<file path="config.mk">
export PLATFORM = sky130hd
export DESIGN_NAME = pacr_regs
export DESIGN_NICKNAME = d
export VERILOG_FILES = /design/src/core/pacr_pkg.sv /design/src/core/pacr_regs.sv /design/src/core/pacr_cable_diag.sv
export VERILOG_INCLUDE_DIRS = /design/src /design/src/core
export SDC_FILE = /design/constraint.sdc
export NUM_CORES = 1
export LEC_CHECK = 0
export ABC_AREA = 1
export BUFFER_PORTS_ARGS = -buffer_cell sky130_fd_sc_hd__buf_2
export CAP_MARGIN = 20
export CORE_MARGIN = 10
export CORE_UTILIZATION = 49
export CTS_CLUSTER_SIZE = 8
export DETAILED_ROUTE_END_ITERATION = 12
export GPL_ROUTABILITY_DRIVEN = 0
export PLACE_DENSITY = 0.8
export SYNTH_ARGS = -nofsm -noshare
export SYNTH_HDL_FRONTEND = slang
export SYNTH_SLANG_ARGS = --single-unit
</file>
<file path="constraint.sdc">
create_clock -name pclk -period 2.1 [get_ports pclk]
set_input_delay 0.525 -clock pclk [delete_from_list [all_inputs] [get_ports pclk]]
set_output_delay 0.525 -clock pclk [all_outputs]
set_load 0.03 [all_outputs]
</file>
<file path="src/core/pacr_params.svh">
// offsets, bit positions, reset values and timing of the phy port register bank
`ifndef PACR_PARAMS_SVH
`define PACR_PARAMS_SVH

// register indices; byte address is four times the index
`define PACR_IDX_ID_LOW      8'hE8
`define PACR_IDX_ID_HIGH     8'hEA
`define PACR_IDX_ADVERTISE   8'hEC
`define PACR_IDX_PARTNER     8'hEE
`define PACR_IDX_SPECIAL     8'hF4
`define PACR_IDX_PORT_CTRL   8'hF6

// advertisement / partner ability layout
`define PACR_AB_PAUSE        10
`define PACR_AB_ABIL_HI      8
`define PACR_AB_ABIL_LO      5
`define PACR_AB_SEL_HI       4
`define PACR_AB_SEL_LO       0
`define PACR_SELECTOR        5'h01

// special control / cable diagnostic layout
`define PACR_SC_RES_HI       14
`define PACR_SC_RES_LO       13
`define PACR_SC_TEST_EN      12
`define PACR_SC_FORCE_LINK   11
`define PACR_SC_REMOTE_LOOP  9
`define PACR_SC_CNT_HI       8
`define PACR_SC_CNT_LO       0

// port control layout
`define PACR_PC_LED_OFF      15
`define PACR_PC_TX_DIS       14
`define PACR_PC_RESTART      13
`define PACR_PC_MDIX_DIS     10
`define PACR_PC_MDIX_FORCE   9
`define PACR_PC_AN_EN        7
`define PACR_PC_SPEED        6
`define PACR_PC_DUPLEX       5
`define PACR_PC_ADV_PAUSE    4
`define PACR_PC_ADV_ABIL_HI  3
`define PACR_PC_ADV_ABIL_LO  0

// reset values
`define PACR_RST_ADV_PAUSE   1'b1
`define PACR_RST_ADV_ABIL    4'hF
`define PACR_RST_AN_EN       1'b1
`define PACR_RST_SPEED       1'b1
`define PACR_RST_DUPLEX      1'b1

// cable result codes
`define PACR_CT_NORMAL       2'h0
`define PACR_CT_OPEN         2'h1
`define PACR_CT_SHORT        2'h2
`define PACR_CT_FAILED       2'h3

// cable test watchdog
`define PACR_CLK_NS          25
`define PACR_DIAG_LIMIT_US   100
`define PACR_DIAG_LIMIT_CYC  ((`PACR_DIAG_LIMIT_US * 1000) / `PACR_CLK_NS)

`endif

</file>
<file path="src/core/pacr_pkg.sv">
// types shared by the phy port register bank
package pacr_pkg;

  // advertised or partner abilities: pause plus 100f/100h/10f/10h
  typedef struct packed {
    logic       pause;
    logic [3:0] abil;
  } pacr_abil_t;

  // control word handed to the phy core
  typedef struct packed {
    logic led_off;
    logic tx_disable;
    logic restart_bit;
    logic mdix_auto_off;
    logic mdix_force;
    logic an_enable;
    logic speed_100;
    logic full_duplex;
    logic force_link;
    logic remote_loop;
  } pacr_ctrl_t;

  // cable diagnostic sequencer states
  typedef enum logic [0:0] {
    PACR_DIAG_IDLE,
    PACR_DIAG_RUN
  } pacr_diag_state_t;

endpackage

</file>
<file path="src/core/pacr_regs.sv">
// phy port auto-negotiation, control and cable diagnostic registers on apb
//
// Overview of operation
// - two read-only identifier words return fixed halves of the phy identity code
// - advertise bit 10 pause, reset 1, shares storage with port control bit 4
// - advertise bits 8..5 give duplex abilities, reset 1, shared with control 3..0
// - advertise next-page, fault, reserved read zero; selector reads 0x01
// - partner bit 10 reports partner pause, reset 0
// - partner bits 8..5 report partner abilities, reset 0
// - partner bits 15..13 always zero; low five bits read 0x01
// - cable result: 00 normal, 01 open, 10 short, 11 test failed
// - writing 1 to bit 12 starts cable test; bit self-clears when done
// - nine-bit fault count gives distance to fault, about 0.4 m each
// - special bit 11, reset 0, forces link pass
// - special bit 9, reset 0, loops line receive back to transmit
// - control bit 15, reset 0, drives all four port leds high
// - control bit 14, reset 0, disables the port transmitter
// - control bit 13, reset 0, setting it restarts auto-negotiation
// - control bit 10, reset 0, disables automatic mdi/mdi-x crossover
// - control bit 9, reset 0, forces mdi-x only while crossover disabled
// - control bit 7, reset 1, enables negotiation; else bits 6,5 decide
// - control bit 6, reset 1, selects 100 or 10 when negotiation off
// - control bit 5, reset 1, full or half duplex when negotiation off/failed
//
// Design decision made here: register access over APB.
`timescale 1ns/10ps
`include "pacr_params.svh"
module pacr_regs
  import pacr_pkg::*;
#(
  parameter int unsigned ADDR_W    = 12,
  parameter logic [15:0] ID_LOW    = 16'h5A3C, // arbitrary value
  parameter logic [15:0] ID_HIGH   = 16'h00A5, // arbitrary value
  parameter int unsigned LIMIT_CYC = `PACR_DIAG_LIMIT_CYC
) (
  input  wire logic              pclk,
  input  wire logic              presetn,
  input  wire logic              psel,
  input  wire logic              penable,
  input  wire logic              pwrite,
  input  wire logic [ADDR_W-1:0] paddr,
  input  wire logic [31:0]       pwdata,
  input  wire logic [3:0]        pstrb,
  output logic                   pready,
  output logic [31:0]            prdata,
  output logic                   pslverr,
  input  wire pacr_abil_t        partner_in,
  input  wire logic [3:0]        led_in,
  input  wire logic              diag_done,
  input  wire logic [1:0]        diag_result,
  input  wire logic [8:0]        diag_count,
  output pacr_ctrl_t             ctrl,
  output pacr_abil_t             advertise,
  output pacr_abil_t             partner,
  output logic                   mdix_x_mode,
  output logic                   an_restart,
  output logic [3:0]             port_led,
  output logic                   diag_run
);

  // address compare against a register index (byte address = 4 * index)
  function automatic logic idx_hit(input logic [ADDR_W-1:0] addr, input logic [7:0] idx);
    idx_hit = (addr == ADDR_W'({idx, 2'b00}));
  endfunction

  // byte-lane merge of a 16-bit view with the write data
  function automatic logic [15:0] lane_merge(input logic [15:0] old, input logic [31:0] wd,
                                             input logic [3:0] strb);
    lane_merge[7:0]  = strb[0] ? wd[7:0]  : old[7:0];
    lane_merge[15:8] = strb[1] ? wd[15:8] : old[15:8];
  endfunction

  // storage: every aliased bit lives in exactly one of these flops
  pacr_ctrl_t  ctrl_reg;
  pacr_abil_t  adv_reg;
  pacr_abil_t  partner_reg;
  logic        pready_reg;
  logic [31:0] prdata_reg;
  logic        pslverr_reg;
  logic        mdix_x_reg;
  logic        restart_pulse_reg;
  logic [3:0]  led_reg;

  // cable test status from the sequencer
  logic        diag_busy;
  logic [1:0]  diag_res;
  logic [8:0]  diag_cnt;

  // apb phase decode; one wait state so read data come from a flop
  wire acc_first = psel & penable & ~pready_reg;
  wire acc_done  = psel & penable & pready_reg;
  wire wr_done   = acc_done & pwrite;

  // register selects
  wire sel_id_lo = idx_hit(paddr, `PACR_IDX_ID_LOW);
  wire sel_id_hi = idx_hit(paddr, `PACR_IDX_ID_HIGH);
  wire sel_adv   = idx_hit(paddr, `PACR_IDX_ADVERTISE);
  wire sel_lp    = idx_hit(paddr, `PACR_IDX_PARTNER);
  wire sel_sc    = idx_hit(paddr, `PACR_IDX_SPECIAL);
  wire sel_pc    = idx_hit(paddr, `PACR_IDX_PORT_CTRL);
  wire mapped    = sel_id_lo | sel_id_hi | sel_adv | sel_lp | sel_sc | sel_pc;

  // advertisement view: pause, abilities and constant selector only
  wire [15:0] adv_view = {5'h00, adv_reg.pause, 1'b0, adv_reg.abil, `PACR_SELECTOR};

  // partner view: unsupported upper bits are zero, low field constant
  wire [15:0] lp_view = {5'h00, partner_reg.pause, 1'b0, partner_reg.abil, `PACR_SELECTOR};

  // special control view; enable bit reads the live busy state
  wire [15:0] sc_view = {1'b0, diag_res, diag_busy, ctrl_reg.force_link, 1'b0,
                         ctrl_reg.remote_loop, diag_cnt};

  // port control view; low five bits are the advertisement flops
  wire [15:0] pc_view = {ctrl_reg.led_off, ctrl_reg.tx_disable, ctrl_reg.restart_bit, 2'b00,
                         ctrl_reg.mdix_auto_off, ctrl_reg.mdix_force, 1'b0, ctrl_reg.an_enable,
                         ctrl_reg.speed_100, ctrl_reg.full_duplex, adv_reg.pause,
                         adv_reg.abil};

  // write data merged per byte lane onto each writable view
  wire        wr_adv   = wr_done & sel_adv;
  wire        wr_sc    = wr_done & sel_sc;
  wire        wr_pc    = wr_done & sel_pc;
  wire [15:0] adv_wv   = lane_merge(adv_view, pwdata, pstrb);
  wire [15:0] sc_wv    = lane_merge(sc_view, pwdata, pstrb);
  wire [15:0] pc_wv    = lane_merge(pc_view, pwdata, pstrb);

  // test starts on a written one while idle; a written zero cannot abort it
  wire diag_start = wr_sc & pstrb[1] & sc_wv[`PACR_SC_TEST_EN] & ~diag_busy;

  // next values of the advertisement flops, reachable from two views
  pacr_abil_t adv_next;
  assign adv_next.pause = wr_adv ? adv_wv[`PACR_AB_PAUSE] :
                          wr_pc  ? pc_wv[`PACR_PC_ADV_PAUSE] : adv_reg.pause;
  assign adv_next.abil  = wr_adv ? adv_wv[`PACR_AB_ABIL_HI:`PACR_AB_ABIL_LO] :
                          wr_pc  ? pc_wv[`PACR_PC_ADV_ABIL_HI:`PACR_PC_ADV_ABIL_LO] :
                          adv_reg.abil;

  // next value of the control word; only writable bits are taken from the bus
  pacr_ctrl_t ctrl_next;
  assign ctrl_next.led_off       = wr_pc ? pc_wv[`PACR_PC_LED_OFF]    : ctrl_reg.led_off;
  assign ctrl_next.tx_disable    = wr_pc ? pc_wv[`PACR_PC_TX_DIS]     : ctrl_reg.tx_disable;
  assign ctrl_next.restart_bit   = wr_pc ? pc_wv[`PACR_PC_RESTART]    : ctrl_reg.restart_bit;
  assign ctrl_next.mdix_auto_off = wr_pc ? pc_wv[`PACR_PC_MDIX_DIS]   : ctrl_reg.mdix_auto_off;
  assign ctrl_next.mdix_force    = wr_pc ? pc_wv[`PACR_PC_MDIX_FORCE] : ctrl_reg.mdix_force;
  assign ctrl_next.an_enable     = wr_pc ? pc_wv[`PACR_PC_AN_EN]      : ctrl_reg.an_enable;
  assign ctrl_next.speed_100     = wr_pc ? pc_wv[`PACR_PC_SPEED]      : ctrl_reg.speed_100;
  assign ctrl_next.full_duplex   = wr_pc ? pc_wv[`PACR_PC_DUPLEX]     : ctrl_reg.full_duplex;
  assign ctrl_next.force_link    = wr_sc ? sc_wv[`PACR_SC_FORCE_LINK] : ctrl_reg.force_link;
  assign ctrl_next.remote_loop   = wr_sc ? sc_wv[`PACR_SC_REMOTE_LOOP] : ctrl_reg.remote_loop;

  // restart pulses on every written one; a stored one in an unwritten lane must not fire it
  wire restart_next = wr_pc & pstrb[1] & pwdata[`PACR_PC_RESTART];

  // mdi-x force only counts while automatic crossover is off
  wire mdix_x_next = ctrl_reg.mdix_auto_off & ctrl_reg.mdix_force;

  // leds are active low, so off means driven high
  wire [3:0] led_next = ctrl_reg.led_off ? 4'hF : led_in;

  // read mux; identifiers are constants, unmapped reads return zero
  wire [15:0] rd_view = sel_id_lo ? ID_LOW :
                        sel_id_hi ? ID_HIGH :
                        sel_adv   ? adv_view :
                        sel_lp    ? lp_view :
                        sel_sc    ? sc_view :
                        sel_pc    ? pc_view : 16'h0000;

  // apb answer: pready rises in the second access cycle
  always_ff @(posedge pclk or negedge presetn) begin
    if (!presetn) begin
      pready_reg  <= 1'b0;
      prdata_reg  <= 32'h0000_0000;
      pslverr_reg <= 1'b0;
    end else begin
      pready_reg  <= acc_first;
      pslverr_reg <= acc_first & ~mapped;
      if (acc_first) begin
        prdata_reg <= {16'h0000, rd_view};
      end
    end
  end

  // control flops with their documented reset values
  always_ff @(posedge pclk or negedge presetn) begin
    if (!presetn) begin
      ctrl_reg             <= '0;
      ctrl_reg.an_enable   <= `PACR_RST_AN_EN;
      ctrl_reg.speed_100   <= `PACR_RST_SPEED;
      ctrl_reg.full_duplex <= `PACR_RST_DUPLEX;
      adv_reg.pause        <= `PACR_RST_ADV_PAUSE;
      adv_reg.abil         <= `PACR_RST_ADV_ABIL;
    end else begin
      ctrl_reg <= ctrl_next;
      adv_reg  <= adv_next;
    end
  end

  // partner abilities sampled from the phy core; software cannot write them
  always_ff @(posedge pclk or negedge presetn) begin
    if (!presetn) begin
      partner_reg <= '0;
    end else begin
      partner_reg <= partner_in;
    end
  end

  // derived pin-side outputs, each from its own flop
  always_ff @(posedge pclk or negedge presetn) begin
    if (!presetn) begin
      mdix_x_reg        <= 1'b0;
      restart_pulse_reg <= 1'b0;
      led_reg           <= 4'h0;
    end else begin
      mdix_x_reg        <= mdix_x_next;
      restart_pulse_reg <= restart_next;
      led_reg           <= led_next;
    end
  end

  // cable test sequencer; result and count only move when the test ends
  pacr_cable_diag #(
    .LIMIT_CYC (LIMIT_CYC)
  ) u_diag (
    .pclk        (pclk),
    .presetn     (presetn),
    .start       (diag_start),
    .diag_done   (diag_done),
    .diag_result (diag_result),
    .diag_count  (diag_count),
    .busy        (diag_busy),
    .result      (diag_res),
    .count       (diag_cnt),
    .diag_run    (diag_run)
  );

  // outputs straight from flops
  assign pready      = pready_reg;
  assign prdata      = prdata_reg;
  assign pslverr     = pslverr_reg;
  assign ctrl        = ctrl_reg;
  assign advertise   = adv_reg;
  assign partner     = partner_reg;
  assign mdix_x_mode = mdix_x_reg;
  assign an_restart  = restart_pulse_reg;
  assign port_led    = led_reg;

endmodule

</file>
<file path="src/core/pacr_cable_diag.sv">
// cable diagnostic sequencer: runs one test and holds its result
`timescale 1ns/10ps
`include "pacr_params.svh"
module pacr_cable_diag
  import pacr_pkg::*;
#(
  parameter int unsigned LIMIT_CYC = `PACR_DIAG_LIMIT_CYC
) (
  input  wire logic       pclk,
  input  wire logic       presetn,
  input  wire logic       start,
  input  wire logic       diag_done,
  input  wire logic [1:0] diag_result,
  input  wire logic [8:0] diag_count,
  output logic            busy,
  output logic [1:0]      result,
  output logic [8:0]      count,
  output logic            diag_run
);

  pacr_diag_state_t state_reg;
  logic [15:0]      timer_reg;

  wire timed_out = (timer_reg == 16'(LIMIT_CYC - 1));

  // the analog engine may hang; the watchdog turns that into a failed test
  always_ff @(posedge pclk or negedge presetn) begin
    if (!presetn) begin
      state_reg <= PACR_DIAG_IDLE;
      timer_reg <= 16'h0000;
      result    <= `PACR_CT_NORMAL;
      count     <= 9'h000;
    end else begin
      unique case (state_reg)
        PACR_DIAG_IDLE: begin
          timer_reg <= 16'h0000;
          if (start) begin
            state_reg <= PACR_DIAG_RUN;
          end
        end
        PACR_DIAG_RUN: begin
          timer_reg <= timer_reg + 16'h0001;
          if (diag_done) begin
            state_reg <= PACR_DIAG_IDLE;
            result    <= diag_result;
            count     <= diag_count;
          end else if (timed_out) begin
            state_reg <= PACR_DIAG_IDLE;
            result    <= `PACR_CT_FAILED;
            count     <= 9'h000;
          end
        end
      endcase
    end
  end

  // busy and run follow the state, so the enable bit self-clears on completion
  assign busy     = (state_reg == PACR_DIAG_RUN);
  assign diag_run = (state_reg == PACR_DIAG_RUN);

endmodule

</file>
### Yosys cells after proc, flatten, opt, wreduce, memory -nomap -nowiden

Cells that the tools add are included.

* flip-flop bits (word level): 72
* output and inout bits: 61
* word-level logic and storage cells: 91

* add/sub/neg operators: 1
* equality and inequality tests: 10
* muxes and demuxes: 24
* bitwise operators: 22
* reduce and logical (&&, ||, !) cells: 9

Operators by type and width (count)
* two-way mux 16 bit: 6
* == test 12 x 10 -> 1 bit, second input constant: 6
* case mux 16 bit (2 select lines): 1
* two-way mux 9 bit: 2
* adder 16 x 1 -> 16 bit, second input constant: 1
* == test 16 x 12 -> 1 bit, second input constant: 1
* AND 1 bit: 14
* two-way mux 4 bit: 3
* two-way mux 5 bit: 2
* two-way mux 8 bit: 1
* AND reduction 2 bit: 4
* != test 2 bit, second input constant: 3
* AND reduction 3 bit: 2
* nonzero test 2 bit: 3
* two-way mux 1 bit: 5
* bitwise OR 1 bit: 5
* two-way mux 2 bit: 2
* two-way mux 3 bit: 1
* inverter 1 bit: 3
* case mux 1 bit (2 select lines): 1

### Logic depth before layout (Yosys ltp)

* depth after elaboration: 9
* gate-level depth with buffers: 11
* gate-level depth less buffers: 11

### Hierarchy

Synthesis repeated with hierarchy kept, for this count alone.

* cells, all modules: 483
* area, all modules: 3806.2 µm²

Modules (own cells, without submodules)
* pacr_regs: instances 1, cells each 306, area an instance 2417.3 µm²
* pacr_cable_diag: instances 1, cells each 177, area an instance 1388.8 µm²

### Worst setup path before layout

OpenSTA, ideal clock, no wires.

* path type: input port to flip-flop
* from: input port paddr[11]
* to: register prdata_reg[6], in the netlist prdata[6]
* library setup time: 0.117 ns
* arrival: 1.489 ns
* slack: 0.495 ns
* cell stages on the path: 9
* buffers on the path: 0
* cell sequence: nor2_1 > nand2_1 > nor2_4 > nand2_1 > or2_0 > nand2_1 > nand2_1 > nand2_1 > nand2_1

* cells in the longest elaborated chain, start to end: 7

RTL lines
* start, declared: line pacr_regs.sv:41 `input wire logic [ADDR_W-1:0] paddr,`
* == test 12 x 10 -> 1 bit: line pacr_regs.sv:63 `idx_hit = (addr == ADDR_W'({idx, 2'b00}));`
* two-way mux 16 bit: line pacr_regs.sv:166 `sel_pc ? pc_view : 16'h0000;`
* two-way mux 16 bit: line pacr_regs.sv:165 `sel_sc ? sc_view :`
* two-way mux 16 bit: line pacr_regs.sv:164 `sel_lp ? lp_view :`
* two-way mux 16 bit: line pacr_regs.sv:163 `sel_adv ? adv_view :`
* two-way mux 16 bit: line pacr_regs.sv:162 `sel_id_hi ? ID_HIGH :`
* two-way mux 16 bit *: line pacr_regs.sv:161 `wire [15:0] rd_view = sel_id_lo ? ID_LOW :`
* end signal, assigned: line pacr_regs.sv:178 `prdata_reg <= {16'h0000, rd_view};`
* end, declared: line pacr_regs.sv:78 `logic [31:0] prdata_reg;`

Every way passes the cells marked *; elsewhere a longest branch is shown, timed or not.
A chain may end at the register's enable or synchronous reset.

### Worst setup path after layout

* from: register adv_reg, in the netlist advertise[4]
* to: output port advertise[4] in the netlist's numbering

RTL lines
* start, declared: line pacr_regs.sv:75 `pacr_abil_t adv_reg;`
* start signal, assigned: line pacr_regs.sv:194 `adv_reg <= adv_next;`
* end, declared: line pacr_regs.sv:53 `output pacr_abil_t advertise,`

No word-level cell between the ends.

==> metrics.cfg <==
[power_and_ir_drop]
power_density_mw_per_mm2=632
vdd_ir_drop_max_v=0.000393
p_leak_nw=2.25
power_mw=2.73

[outcome]
status=finished clean

[synth]
netlist_top_cells_area=dfrtp_1 (45%), nand2_1 (13%), dfstp_2 (6.0%)
ys_ff_latch=72
synth_cell_types=36
synth.avg_cell_area_sq_um=7.94
synth_warnings=0
yosysSeqAreaShare_pct=51.4
yosysTopAreaCell=dfrtp_1
synth_edf_count=0
synth_top_flop_cell=dfrtp_1
yosys.area.top_type_share_pct=45.4
netlist_area_sq_mm=0.00353
netlist_instances=444
async_reset_ff_share_pct=100

[routing]
drc=0
routed_wl_um=9380
wl_per_cell_um=14.3
via_count=3258
viasPerCell=4.95
postRouteAntennaNets=0
drt-pass1-iter-count=5
drt-initial-drc-count=188

[die]
initial_core_util_pct=51.1
die_w_um=105
die_area_sq_mm=0.0110
die_h_um=105
coreArea_sq_mm=0.00691
num_rows=30
ios=135

[sta]
fin_crit_ns=1.66
finalCritPeriodShare_pct=78.9
clock.fmax_mhz=604
slew_viol_final=0
finClkSkew_ns=0.00944
fin_tns_setup_ns=0
rsz0062_at_grt=no
hold_viol_final=0
setup_viol=0

[place]
place_area_sq_mm=0.00414
placed_cells=642
portBuffers=100
dp_hpwl_um=7540

[clocking]
postCtsSetupRepairBufs=0
cts_tree=done
clock-root-buffer=clkbuf_8
cts_hold_buf=0
cts-resized-gates=0
numCtsBuffers=9
insertion_delay_ns=0.35
cts_buffer_depth=2
clock-sinks=72
clk_pin_slew_ns=0.08
htree_levels=3

[worst_setup_path]
worst_r2r_endpoint=u_diag.count[2]
critical_path.slowest_cell=dfstp_2
cp_num_buf_inv=1
endpoint_kind=output pin
crit_required_ns=1.57
critPathTopFamily=flip-flops
r2r_slack_ns=0.47
crit_fanout=4
start_kind=register
r2r_cells=8
r2r-start=u_diag.timer_reg[0]
crit_type=reg2out
critPathArrivalTime_ns=1.13
path_cells=buf_2
cpPeakStageDelay_ns=0.57

[global_routing]
grtUsageMet3_pct=6.39
grtUsageMet1_pct=19.7
grt_overflow=0
grt_max_degree=73
antenna_found_initial=0
busiest_layer=met2
grt_pass1_vias=3175
track_usage_pct=16.7
grtUsageMet2_pct=27.0
grt_pass1_wl_um=15000

[layout]
nets=632
drive_above_1_share_pct=26.5
diodes=0
final_cell_mix=nand2_1 (121), buf_2 (100), dfrtp_1 (64), inv_1 (56), nor2_1 (49)
final_core_util_pct=62.5
mostFrequentLayoutCell=nand2_1
stdcell_area_sq_mm=0.00432
seq_area_sq_mm=0.00181
multi_input_area_sq_mm=0.00141
fillers=629
area_delta_synth_final_pct=22.5
finalNonFillerCells=658

[hold_path]
hold_path_class=in2async

[flow_run]
maxCapViolations=0

[cells in the mapped netlist (all sizes together), types with 2 or more instances]
library cell and n:
buf 16, a21oi 26, o31ai 2, nor4 2, or2 5, nand3 36, nand4 4, clkbuf 5
nand2 123, o21ai 27, dfrtp 64, dfstp 8, inv 57, nor2 52, xor2 2, nor3 6
[through the flow]
stage,worst slack [ns],hold slack (ns)
2_1_floorplan,0.495,0.229
3_3_place_gp,0.214,0.453
3_5_place_dp,0.159,0.460
4_1_cts,0.431,0.196
5_1_grt,0.229,0.211
6_report,0.444,0.180
[where the power goes]
part           leakage, nW  internal [mW]  switching [mW]
registers            0.901           1.42          0.0188
clock network       0.0926          0.464           0.531
logic                 1.26         0.0866           0.213
total                 2.25           1.97           0.763
[layout make-up]
| type | instances | area share, % |
|---|---|---|
| flip-flops and latches | 72 | 42.0 |
| multi-input cells | 308 | 32.7 |
| repair buffers | 108 | 13.3 |
| inverters | 58 | 5.07 |
| clock buffers | 10 | 3.19 |
| well taps | 96 | 2.78 |
| clock inverters | 6 | 1.01 |
[routing by layer]
layer | vias to the layer above | routed length, um
met4 | 0 | 193
met1 | 1489 | 4030
met2 | 143 | 4410
li1 | 1611 | -
met3 | 15 | 747
met5 | - | 0
[worst max path at each step]
| stage | from | to | slack [ns] | cells after the start |
|---|---|---|---|---|
| 3_3_place_gp | paddr[11] | ctrl[8] | 0.21 | 9 |
| 5_1_grt | u_diag.timer_reg[0] | u_diag.count[2] | 0.23 | 8 |
| 4_1_cts | advertise[4] | advertise[4] | 0.43 | 1 |
| 3_5_place_dp | paddr[11] | prdata[6] | 0.16 | 10 |
| 6_report | advertise[4] | advertise[4] | 0.44 | 1 |
| 2_1_floorplan | paddr[11] | prdata[6] | 0.49 | 9 |
[kinds of logic (layout without fill, tap and decap cells)]
logic type                 Yosys count  after routing  share of synthesized area (%)
AOI/OAI and AO/OA                   60             60                           9.23
other                                1             16                          0.106
buffers and inverters               79            182                           10.1
adders and majority gates            1              1                          0.355
DFF                                 72             72                           51.4
and+or+nand+nor                    229            229                           28.3
xor gates and xnor gates             2              2                          0.497
No activity file was read; power rests on OpenSTA's default activity.
